$ cat config.mk
export PLATFORM = sky130hd
export DESIGN_NAME = sbac_core
export DESIGN_NICKNAME = d
export VERILOG_FILES = /design/src/sbac_pkg.sv /design/src/sbac_tick_if.sv /design/src/sbac_core.sv /design/src/sbac_tick.sv
export SDC_FILE = /design/constraint.sdc
export NUM_CORES = 1
export LEC_CHECK = 0
export BUFFER_PORTS_ARGS = -buffer_cell sky130_fd_sc_hd__clkbuf_2
export CORE_ASPECT_RATIO = 1.4
export CORE_UTILIZATION = 30
export CTS_CLUSTER_SIZE = 12
export DETAILED_ROUTE_END_ITERATION = 8
export HOLD_SLACK_MARGIN = 0.12
export PLACE_DENSITY = 0.54
export SETUP_SLACK_MARGIN = 0.3
export SLEW_MARGIN = 10
export SYNTH_ARGS = -nofsm -noshare
export SYNTH_HDL_FRONTEND = slang
export SYNTH_SLANG_ARGS = --single-unit
$ cat constraint.sdc
create_clock -name clk_i -period 5.6 [get_ports clk_i]
set_input_delay 0.84 -clock clk_i [delete_from_list [all_inputs] [get_ports clk_i]]
set_output_delay 0.84 -clock clk_i [all_outputs]
set_load 0.05 [all_outputs]
$ cat src/sbac_pkg.sv
/*
 * sbac_pkg: constants shared by the serial bus arbiter counter.
 * Assumes a 32-bit Wishbone register bus with byte addresses.
 */
`default_nettype none

package sbac_pkg;

    // ----------------------------------------------------------------
    // register map
    // ----------------------------------------------------------------
    localparam logic [7:0] OFF_CTRL  = 8'h00;
    localparam logic [7:0] OFF_COUNT = 8'h04;
    localparam logic [7:0] OFF_STAT  = 8'h08;
    localparam logic [7:0] OFF_MASK  = 8'h0c;
    localparam logic [7:0] OFF_CFG   = 8'h10;

    // ----------------------------------------------------------------
    // control register fields
    // ----------------------------------------------------------------
    localparam int B_MODE_HI = 7;
    localparam int B_MODE_LO = 6;
    localparam int B_LOST    = 5;
    localparam int B_CLKSEL  = 4;
    localparam int B_DONE    = 3;
    localparam int B_RUN     = 2;
    localparam int B_OVF     = 1;
    localparam int B_MSB     = 0;

    // interrupt status and mask fields
    localparam int I_DONE = 0;
    localparam int I_LOST = 1;
    localparam int I_OVF  = 2;
    localparam int I_W    = 3;

    // configuration fields: oscillator select and prescaler divisor
    localparam int C_OSC    = 0;
    localparam int C_DIV_LO = 8;

    // ----------------------------------------------------------------
    // mode encodings, counter and timing
    // ----------------------------------------------------------------
    localparam logic [1:0] MODE_IDLE = 2'h0;
    localparam logic [1:0] MODE_MEAS = 2'h1;
    localparam logic [1:0] MODE_ARB  = 2'h2;
    localparam logic [1:0] MODE_RSVD = 2'h3;

    localparam int         CNT_W     = 9;
    localparam logic [8:0] CNT_MAX   = 9'h1ff;
    localparam logic [8:0] SAMPLE_0  = 9'h038;
    localparam logic [8:0] SAMPLE_1  = 9'h008;
    localparam logic [1:0] QUART_MAX = 2'h3;
    localparam logic [7:0] DIV_RST   = 8'h00;
    localparam logic [I_W-1:0] MASK_RST = 3'h0;

    typedef enum logic [1:0] {ST_IDLE, ST_WAIT, ST_RUN, ST_DONE} sbac_state_e;

endpackage : sbac_pkg

`default_nettype wire

$ cat src/sbac_tick_if.sv
/*
 * sbac_tick_if: link between the arbiter core and its counter clock
 * generator. Assumes both ends share one clock.
 */
`timescale 1ns/1ps
`default_nettype none

interface sbac_tick_if;
    logic       clk_sel;
    logic       osc_sel;
    logic       osc_tick;
    logic [7:0] psc_div;
    logic       clear;
    logic       tick;

    modport gen (input clk_sel, osc_sel, osc_tick, psc_div, clear, output tick);
    modport use_ (output clk_sel, osc_sel, osc_tick, psc_div, clear, input tick);
endinterface : sbac_tick_if

`default_nettype wire

$ cat src/sbac_core.sv
/*
 * sbac_core: serial bus arbiter counter with a Wishbone register slave.
 * Watches the receive pin and the internal transmit signal, measures
 * bit times and checks bus arbitration.
 * Assumes rx_i and tx_int_i are synchronous to clk_i.
 */
`timescale 1ns/1ps
`default_nettype none

module sbac_core
    import sbac_pkg::*;
(
    // clock, reset, enable
    input  wire logic        clk_i,
    input  wire logic        rst_i,
    input  wire logic        ce_i,
    // wishbone slave
    input  wire logic        cyc_i,
    input  wire logic        stb_i,
    input  wire logic        we_i,
    input  wire logic [7:0]  adr_i,
    input  wire logic [3:0]  sel_i,
    input  wire logic [31:0] dat_i,
    output logic      [31:0] dat_o,
    output logic             ack_o,
    // serial side
    input  wire logic        rx_i,
    input  wire logic        tx_int_i,
    input  wire logic        osc_tick_i,
    output logic             tx_o,
    // interrupt
    output logic             irq_o
);

    // ----------------------------------------------------------------
    // state
    // ----------------------------------------------------------------
    logic [1:0]       mode;
    logic             clk_sel;
    logic             osc_sel;
    logic [7:0]       psc_div;
    logic             lost;
    logic             done;
    logic             ovf;
    logic [CNT_W-1:0] cnt;
    logic [I_W-1:0]   stat;
    logic [I_W-1:0]   mask;
    logic             rx_q;
    logic             tx_q;
    logic             low_seen;
    sbac_state_e      state;
    sbac_state_e      next_state;

    sbac_tick_if tk ();

    function automatic logic hit(input logic [7:0] off);
        hit = (adr_i == off);
    endfunction : hit

    // ----------------------------------------------------------------
    // bus decode
    // ----------------------------------------------------------------
    logic req;
    logic wr;
    logic ctrl_wr;
    logic active;
    logic meas;
    logic arb;
    logic rx_fall;
    logic rx_rise;
    logic tx_rise;
    logic tx_fall;
    logic tick;
    logic wrap;
    logic set_done;
    logic set_lost;
    logic set_ovf;
    logic [8:0] sample_pt;
    logic [7:0] ctrl_rd;

    assign req     = cyc_i && stb_i && !ack_o;
    assign wr      = cyc_i && stb_i && ack_o && we_i && sel_i[0];
    assign ctrl_wr = wr && hit(OFF_CTRL);
    assign meas    = (mode == MODE_MEAS);
    assign arb     = (mode == MODE_ARB);
    assign active  = meas || arb;
    assign rx_fall = rx_q && !rx_i;
    assign rx_rise = !rx_q && rx_i;
    assign tx_rise = !tx_q && tx_int_i;
    assign tx_fall = tx_q && !tx_int_i;
    assign tick    = tk.tick;
    assign wrap    = (state == ST_RUN) && tick && (cnt == CNT_MAX);
    assign sample_pt = clk_sel ? SAMPLE_1 : SAMPLE_0;

    // ----------------------------------------------------------------
    // counter clock generator
    // ----------------------------------------------------------------
    assign tk.clk_sel  = clk_sel;
    assign tk.osc_sel  = osc_sel;
    assign tk.osc_tick = osc_tick_i;
    assign tk.psc_div  = psc_div;
    assign tk.clear    = (state != ST_RUN);

    sbac_tick u_tick (
        .clk_i (clk_i),
        .rst_i (rst_i),
        .ce_i  (ce_i),
        .tk    (tk.gen)
    );

    // ----------------------------------------------------------------
    // sequencer
    // ----------------------------------------------------------------
    always_comb
    begin
        next_state = state;
        set_done   = 1'b0;
        case (state)
            ST_IDLE:
                if (active)
                    next_state = ST_WAIT;
            ST_WAIT:
                if (meas && !clk_sel && rx_fall)
                    next_state = ST_RUN;
                else if (meas && clk_sel && !rx_i)
                    next_state = ST_RUN;
                else if (arb && tx_rise)
                    next_state = ST_RUN;
            ST_RUN:
                if (meas && !clk_sel && rx_fall)
                begin
                    next_state = ST_DONE;
                    set_done   = 1'b1;
                end
                else if (meas && clk_sel && rx_rise)
                begin
                    next_state = ST_DONE;
                    set_done   = 1'b1;
                end
                else if (arb && tx_fall && !low_seen)
                    next_state = ST_WAIT;
            ST_DONE:
                next_state = ST_DONE;
            default:
                next_state = ST_IDLE;
        endcase
        if (!active)
            next_state = ST_IDLE;
    end

    always_ff @(posedge clk_i)
    begin
        if (rst_i)
            state <= ST_IDLE;
        else if (ce_i && ctrl_wr)
            state <= (dat_i[7:6] == MODE_MEAS || dat_i[7:6] == MODE_ARB)
                     ? ST_WAIT : ST_IDLE;
        else if (ce_i)
            state <= next_state;
    end

    // ----------------------------------------------------------------
    // counter
    // ----------------------------------------------------------------
    // a control write always zeroes the counter, even mid count
    always_ff @(posedge clk_i)
    begin
        if (rst_i)
            cnt <= '0;
        else if (ce_i)
        begin
            if (ctrl_wr || !active || state == ST_WAIT)
                cnt <= '0;
            else if (arb && tx_rise)
                cnt <= '0;
            else if (state == ST_RUN && tick)
                cnt <= cnt + 9'h001;
        end
    end

    // receive low seen since the last transmit rise
    always_ff @(posedge clk_i)
    begin
        if (rst_i)
            low_seen <= 1'b0;
        else if (ce_i)
            low_seen <= (arb && !tx_rise) && (low_seen || !rx_i);
    end

    // ----------------------------------------------------------------
    // flags; a hardware set beats a software clear
    // ----------------------------------------------------------------
    assign set_lost = arb && (state == ST_RUN) && tick
                      && (cnt == sample_pt) && !rx_i;
    assign set_ovf  = wrap;

    always_ff @(posedge clk_i)
    begin
        if (rst_i)
            lost <= 1'b0;
        else if (ce_i && set_lost)
            lost <= 1'b1;
        else if (ce_i && ctrl_wr && !dat_i[B_MODE_HI])
            lost <= 1'b0;
    end

    always_ff @(posedge clk_i)
    begin
        if (rst_i)
            done <= 1'b0;
        else if (ce_i && set_done)
            done <= 1'b1;
        else if (ce_i && ctrl_wr)
            done <= 1'b0;
    end

    always_ff @(posedge clk_i)
    begin
        if (rst_i)
            ovf <= 1'b0;
        else if (ce_i && set_ovf)
            ovf <= 1'b1;
        else if (ce_i && ctrl_wr)
            ovf <= 1'b0;
    end

    always_ff @(posedge clk_i)
    begin
        if (rst_i)
        begin
            rx_q <= 1'b1;
            tx_q <= 1'b1;
        end
        else if (ce_i)
        begin
            rx_q <= rx_i;
            tx_q <= tx_int_i;
        end
    end

    // lost arbitration holds the line recessive
    assign tx_o = tx_int_i || lost;

    // ----------------------------------------------------------------
    // software registers
    // ----------------------------------------------------------------
    always_ff @(posedge clk_i)
    begin
        if (rst_i)
        begin
            mode    <= MODE_IDLE;
            clk_sel <= 1'b0;
        end
        else if (ce_i && ctrl_wr)
        begin
            mode    <= dat_i[B_MODE_HI:B_MODE_LO];
            clk_sel <= dat_i[B_CLKSEL];
        end
    end

    always_ff @(posedge clk_i)
    begin
        if (rst_i)
        begin
            osc_sel <= 1'b0;
            psc_div <= DIV_RST;
        end
        else if (ce_i && wr && hit(OFF_CFG))
        begin
            osc_sel <= dat_i[C_OSC];
            if (sel_i[1])
                psc_div <= dat_i[C_DIV_LO +: 8];
        end
    end

    always_ff @(posedge clk_i)
    begin
        if (rst_i)
            mask <= MASK_RST;
        else if (ce_i && wr && hit(OFF_MASK))
            mask <= dat_i[I_W-1:0];
    end

    // write one to clear; a new event in the same cycle stays set
    always_ff @(posedge clk_i)
    begin
        if (rst_i)
            stat <= '0;
        else if (ce_i)
            stat <= (stat & ~((wr && hit(OFF_STAT)) ? dat_i[I_W-1:0] : 3'h0))
                    | {set_ovf, set_lost, set_done};
    end

    assign irq_o = |(stat & mask);

    assign ctrl_rd = {mode, lost, clk_sel, done, (state == ST_RUN),
                      ovf, cnt[8]};

    // one wait state; a write lands at the edge where ack is sampled high
    always_ff @(posedge clk_i)
    begin
        if (rst_i)
        begin
            ack_o <= 1'b0;
            dat_o <= 32'h0000_0000;
        end
        else if (ce_i)
        begin
            ack_o <= req;
            dat_o <= 32'h0000_0000;
            if (req && !we_i)
                case (adr_i)
                    OFF_CTRL:  dat_o <= {24'h000000, ctrl_rd};
                    OFF_COUNT: dat_o <= {24'h000000, cnt[7:0]};
                    OFF_STAT:  dat_o <= {29'h0, stat};
                    OFF_MASK:  dat_o <= {29'h0, mask};
                    OFF_CFG:   dat_o <= {16'h0000, psc_div, 7'h00, osc_sel};
                    default:   dat_o <= 32'h0000_0000;
                endcase
        end
    end
endmodule : sbac_core

`default_nettype wire

$ cat src/sbac_tick.sv
/*
 * sbac_tick: counter clock enable for the arbiter counter, a quarter of
 * the bus clock or a quarter of the serial prescaler output.
 * Assumes the oscillator clock arrives as a pulse synchronous to clk_i.
 */
`timescale 1ns/1ps
`default_nettype none

module sbac_tick
    import sbac_pkg::*;
(
    // clock and reset
    input  wire logic clk_i,
    input  wire logic rst_i,
    input  wire logic ce_i,
    // link to the core
    sbac_tick_if.gen  tk
);

    logic [7:0] psc_cnt;
    logic [1:0] quart;
    logic       psc_src;
    logic       psc_out;
    logic       step;

    // prescaler fed by the bus clock or the oscillator clock
    assign psc_src = tk.osc_sel ? tk.osc_tick : 1'b1;
    assign psc_out = psc_src && (psc_cnt == tk.psc_div);
    assign step    = tk.clk_sel ? psc_out : 1'b1;
    assign tk.tick = step && (quart == QUART_MAX);

    always_ff @(posedge clk_i)
    begin
        if (rst_i || (ce_i && tk.clear))
            psc_cnt <= 8'h00;
        else if (ce_i && psc_src)
            psc_cnt <= psc_out ? 8'h00 : psc_cnt + 8'h01;
    end

    always_ff @(posedge clk_i)
    begin
        if (rst_i || (ce_i && tk.clear))
            quart <= 2'h0;
        else if (ce_i && step)
            quart <= quart + 2'h1;
    end

endmodule : sbac_tick

`default_nettype wire

== Yosys cells after proc, flatten, opt, wreduce, memory -nomap -nowiden ==
Index checks and enable logic that the tools add are counted.
Widths: inputs -> output; s select.

* $add $sub $neg: 3
* Multipliers: 0
* Div/mod/pow operators: 0
* Magnitude comparators: 0
* Eq/ne operators: 18
* Shift-type cells: 0
* Muxes and demuxes: 29
* Bitwise gates (word level): 4
* Reductions and logical operators: 70

{| class="wikitable"
|+ Operators by type and width
! cell !! number
|-
| $pmux 16 s5 || 1
|-
| $logic_and 1x1->1 || 41
|-
| $mux 9 || 3
|-
| $mux 2 || 9
|-
| $eq 8x4->1 const B || 2
|-
| $mux 16 || 1
|-
| $logic_not 1->1 || 11
|-
| $mux 1 || 11
|-
| $eq 2x2->1 const B || 5
|-
| $add 9x1->9 const B || 1
|-
| $eq 9x6->1 || 1
|-
| $eq 9x9->1 const B || 1
|-
| $add 8x1->8 const B || 1
|-
| $eq 8x3->1 const B || 1
|-
| $eq 8x5->1 const B || 1
|-
| $eq 8x8->1 || 1
|-
| $logic_not 8->1 || 1
|-
| $mux 8 || 1
|-
| $pmux 2 s4 || 1
|-
| $reduce_bool 2->1 || 4
|-
| $logic_or 1x1->1 || 7
|-
| $and 3x3->3 || 2
|-
| $eq 2x1->1 const B || 3
|-
| $mux 6 || 1
|-
| 12 further kinds || 13
|}

* Register bits: 78
* Bits in latches: 0
* RAM bits: 0
* ROM bits: 0
* Bits of input ports: 53
* Output and inout bits: 35
* Word-level logic and storage cells: 142
* Memories kept: 0

== Longest topological paths before layout ==
* Depth after elaboration: 11
* Mapped depth: 8
* Depth with buffers taken out: 8

== By module ==
From an unflattened synthesis, not the netlist that was laid out.

* Cells, all modules: 407
* Area, all modules: 3,440.8 um2

{| class="wikitable"
|+ By module, submodules not included
! module !! instances !! cells an instance !! area an instance (um2) !! sequential area each (um2)
|-
| sbac_core || 1 || 332 || 2,745.1 || 1,041.0
|-
| sbac_tick || 1 || 75 || 695.7 || 200.2
|}

== Worst setup path before layout ==
Ideal clock, no wire load.

* Path kind: input-to-reg
* From: input adr_i[6]
* To: register cnt[3]
* Setup time: 0.079 ns
* Data arrival time: 2.135 ns
* Required time: 5.521 ns
* Path slack: 3.386 ns
* Stages on the path: 6
* Path buffers: 0
* Cells stage by stage: and4bb_2 -> and2_1 -> a31oi_2 -> nand4_4 -> or3_1 -> o211ai_1

* Cells in the longest elaborated chain, start to end: 6
* Elaborated cells between the ends (all ways): 7
* Those cells by class: mux: 1; reduce/logical: 6

{| class="wikitable"
|+ Ends and longest elaborated chain
! what !! line !! RTL
|-
| start: declaration || sbac_core.sv:21 || <nowiki>input wire logic [7:0] adr_i,</nowiki>
|-
| $logic_not 8->1 (*) || sbac_core.sv:57 || <nowiki>hit = (adr_i == off);</nowiki>
|-
| $logic_and 1x1->1 (*) || sbac_core.sv:83 || <nowiki>assign ctrl_wr = wr && hit(OFF_CTRL);</nowiki>
|-
| $logic_or 1x1->1 (*) (2 in a row) || sbac_core.sv:172 || <nowiki>if (ctrl_wr || !active || state == ST_WAIT)</nowiki>
|-
| $reduce_bool 3->1 (no source line) || - ||
|-
| $reduce_and 2->1 (no source line) || - ||
|-
| end signal: assignment || sbac_core.sv:177 || <nowiki>cnt <= cnt + 9'h001;</nowiki>
|-
| end: declaration || sbac_core.sv:45 || <nowiki>logic [CNT_W-1:0] cnt;</nowiki>
|}

Mark *: on every way between the ends. The rest lies on a longest branch, timed or not.
A chain may end at the register's enable or synchronous reset.

== Worst setup path in the final report ==
* From: input ce_i
* To: register state[0]

* Cells in the longest elaborated chain, start to end: 3
* Elaborated cells between the ends (all ways): 6
* Those cells by class: eq/ne: 2; mux: 1; reduce/logical: 3

{| class="wikitable"
|+ Ends and longest elaborated chain
! what !! line !! RTL
|-
| start: declaration || sbac_core.sv:16 || <nowiki>input wire logic ce_i,</nowiki>
|-
| $logic_and 1x1->1 || sbac_core.sv:155 || <nowiki>else if (ce_i && ctrl_wr)</nowiki>
|-
| $ne 6x5->1 (no source line) (tied with other cells) || - ||
|-
| $reduce_and 3->1 (no source line) || - ||
|-
| end signal: assignment || sbac_core.sv:156 || <nowiki>state <= (dat_i[7:6] == MODE_MEAS || dat_i[7:6] == MODE_ARB)</nowiki>
|-
| end signal: assignment || sbac_core.sv:159 || <nowiki>state <= next_state;</nowiki>
|-
| end: declaration || sbac_core.sv:51 || <nowiki>sbac_state_e state;</nowiki>
|}

Several ways; a longest one is shown, not always the timed one.

==> run summary <==
The flow ran to the end, and the final reports show no timing, DRC or antenna violations. The run gives 2651 as the number of global-route vias before repair. Internal power comes to 0.814 mW. For the worst clock skew, the log shows 4.14 ps. Summing the areas of all compound-gate instances in the mapped netlist gives 14.7% of the synthesized area. For the share of total power in sequential cells, the log shows 42.1%. Die outline width: 88.5 um. The synthesized netlist devotes 24.0% of its cell area to simple gates. The library cell with the largest summed area after synthesis is dfxtp_1.

Number of max-slew violations in the final report: 0. The repair_antennas step left the layout with diodes totalling 0. For this block, the routed nets add up to 7860 um of wire.

The starting utilization of the core area is 31.3%. The post-route clock period utilization was 44.0%; the sum of overflow across all layers after global routing was 0. The congestion estimate from routability-driven global placement came to 0.834.

Gates resized during post-CTS repair numbered 0. Once detailed placement completed, the half-perimeter wirelength came to 5660 um. The worst-case IR drop observed on VDD is 0.153 mV.

After synthesis, the largest family of logic cells by area is simple AND/OR/NAND/NOR gates. The most repeated cell in the gate-level netlist after synthesis was dfxtp_1. The cell area power density was 284 mW/mm^2; the wire length per cell was 14.2 um.

The initial detailed-routing violation count is 178, and the insertion delay to the later sink of the worst-skew pair is 330 ps. The arithmetic-cell share of the synthesized area counting full adders, half adders and majority gates is 2.79%. The run gives 3 as the number of levels in the clock H-tree. By area the synthesized netlist is led by dfxtp_1, nor2_1, nand2_1, mux2i_1, buf_4. For the global-route wire length before repair, the log shows 13100 um. The length in cells of the worst reg-to-reg path came out at 8. Setup repair after global routing left no endpoint under its margin. The growth of design area from synthesis to finish came out at 18.7%.

TritonCTS built the clock tree. The number of enable flip-flop cells after synthesis is 0, and the number of buffers inserted during clock tree synthesis is 9. Buffers added to address setup during post-CTS repair amount to 0. Across the run, the number of max-cap violations was 0.

In the final timing run, aggregate negative setup slack is 0 ps. For hold timing, the worst endpoint is u_tick.quart[1]$_SDFFE_PP0P_. The tools report the headroom to the max-slew limit as 45.2%. The routed layout has 2729 vias. The XOR/XNOR share of the synthesized area was 4.46%; the post-route cell area was 0.00373 sq mm.

Buffers inserted to repair hold after CTS numbered 0. The combinational group share of total power was 6.9%; the clock net sink count was 62. Of the post-synthesis cell area, the dominant cell type holds 39.5%.

For the clock share of power, the log shows 51.0%. The endpoint identified for the worst register-to-register timing path is cnt[3]$_SDFFE_PP0P_. After detailed routing, the number of vias per cell comes to 4.93. The number of port buffers is 51. The type of the tightest min-delay check was reg2reg.

In this run the critical register-to-register path is launched from mode[0]$_SDFFE_PP0P_. The share of async-settable or async-resettable flops after synthesis was 0%. The synthesized netlist occupies a cell area of 0.00314 sq mm. The mux contribution to synthesized area is 6.96%, and the chip height is 123 um.

STA classifies the critical path startpoint as a primary input. The final standard cell utilization of the core was 37.1%; the post-detailed-route count of antenna-violating nets was 0. The pre-antenna-repair detailed-routing pass consisted of 4 iterations. The actual transition at the worst max-transition pin is 821 ps. The average instance in the mapped netlist occupies 8.57 sq um. By count the netlist is led by dfxtp_1, nor2_1, nand2_1.

Across every metal layer, demand over resource in global routing totals 16.1%. The clock passes through at most 2 buffers. Timing would allow up to 0.406 GHz.

For the portion of the post-synthesis area used by sequential elements, the log shows 39.5%. The maximum number of pins on one net before global-route repair was 49. Origin of the worst min-delay path: u_tick.quart[1]$_SDFFE_PP0P_. The critical path is of the in2reg type. Clock-pin slew was measured on the worst setup and hold paths at 50 ps. The total of flip-flops plus latches after synthesis is 62.

Switching share of total power: 23.1%. Of the cells placed in the final design, the portion with a size suffix greater than 1 is 19.3%. The number of hold-slack violations in the final timing report was 0. CTS placed an instance of clkbuf_16 at the clock tree root.

The tools report the cell count after synthesis as 367. The logs give 475 for the number of nets in the final layout and 462 ps for the final hold slack. The run gives 54 as the count of cell types in the netlist. Leading register cell type out of synthesis: dfxtp_1. The maximum fanout along the worst path came out at 20.

The worst hold path cell count was 2; the top-level I/O count was 88. The core region is 0.0101 sq mm. The total setup violations reported at the end of the flow is 0. The floorplan die area is 0.0109 sq mm.

The initial antenna violation count is 0, and the count of synthesis-stage warnings from yosys is 0. The tools report the standby leakage power as 1.46 nW. STA classifies the critical path endpoint as a flip-flop. The minimum clock period after layout came out at 2460 ps.

Once placement finished, the instance area stood at 0.00344 sq mm. For this design the total switching power over the nets is 0.245 mW. The tools report the DRC violation count after routing as 0. The run gives 2700 ps as the data arrival time at the worst-slack endpoint. The setup check on the worst reg-to-reg path leaves a slack of 3400 ps. For the row count, the log shows 43.

The tools report the endpoint required time on the critical path as 5840 ps.
## layout by cell type, fill, tap and decap left out, types with 7 or more instances in the layout
master     Yosys  final
conb_1         1     16
nor2_1        52     52
mux2i_1       14     14
dfxtp_1       62     62
nand3_1       10     10
a21oi_1       15     15
nand2_1       39     39
nor3_1        10     10
inv_1         12     12
nand4_1        7      7
a22oi_1       15     15
o21ai_0       14     14
ha_1           7      7
clkbuf_2       0     51
clkbuf_16      0      9
xnor2_1       12     12
## flip-flops by register name, indices dropped and copies added (netlist names), 2 cells and up
signal and count:
cnt 9, dat_o 16, mask 3, mode 2
psc_div 8, stat 3, state 2, u_tick.psc_cnt 8
u_tick.quart 2
## final cells by class
| type | instances | area [sq um] |
|---|---|---|
| Clock buffer | 11 | 243 |
| Tap cell | 135 | 169 |
| Sequential cell | 62 | 1240 |
| Fill cell | 1047 | 6330 |
| Inverter | 12 | 45.0 |
| Clock inverter | 4 | 47.5 |
| Multi-Input combinational cell | 278 | 1720 |
| Timing Repair Buffer | 52 | 263 |
## power groups by stage
stage / registers, mW / clock network (mW) / logic (mW)
after detailed placement: 0.455 / 0 / 0.0733
after CTS: 0.445 / 0.556 / 0.0735
after floorplan: 0.455 / 0 / 0.0616
after global routing: 0.445 / 0.579 / 0.0797
after global placement: 0.455 / 0 / 0.0728
final: 0.446 / 0.540 / 0.0732
## critical path, cell delays in order
cell and delay (ps):
clkbuf_2 380, nand4_1 500, nor4_2 610, nor3_1 150
a211oi_1 220
## worst max-delay path by stage
stage | start | to | depth (start not counted)
final | ce_i | state[0]$_SDFFE_PP0P_ | 5
after global routing | ce_i | state[0]$_SDFFE_PP0P_ | 5
after CTS | ce_i | state[0]$_SDFFE_PP0P_ | 5
after detailed placement | ce_i | state[0]$_SDFFE_PP0P_ | 5
after global placement | ce_i | state[0]$_SDFFE_PP0P_ | 5
after floorplan | adr_i[6] | cnt[3]$_SDFFE_PP0P_ | 6
## per-stage QoR
step                      setup WS, ps  std cells  total power [mW]
after floorplan                   3390        382             0.517
after global placement            2820        539             0.528
after detailed placement          2760        539             0.528
after CTS                         3110        554              1.07
after global routing              2900        554              1.10
final                             3140        554              1.06
## metal layers
layer,share of wire (%),GRT usage [%],vias to the layer above
met1,42,18.1,1277
met5,0,0,-
met4,1.8,6.35,0
li1,-,-,1354
met2,51,28.2,87
met3,4.8,4.54,11
## kinds of logic after synthesis
| logic type | after synthesis |
|---|---|
| compound gates | 68 |
| xor+xnor | 16 |
| fa+ha+maj | 7 |
| buf+inv | 42 |
| flops | 62 |
| mux | 19 |
| other cells | 1 |
| simple gates | 152 |
Note: power is estimated with default switching activity, not from simulation.
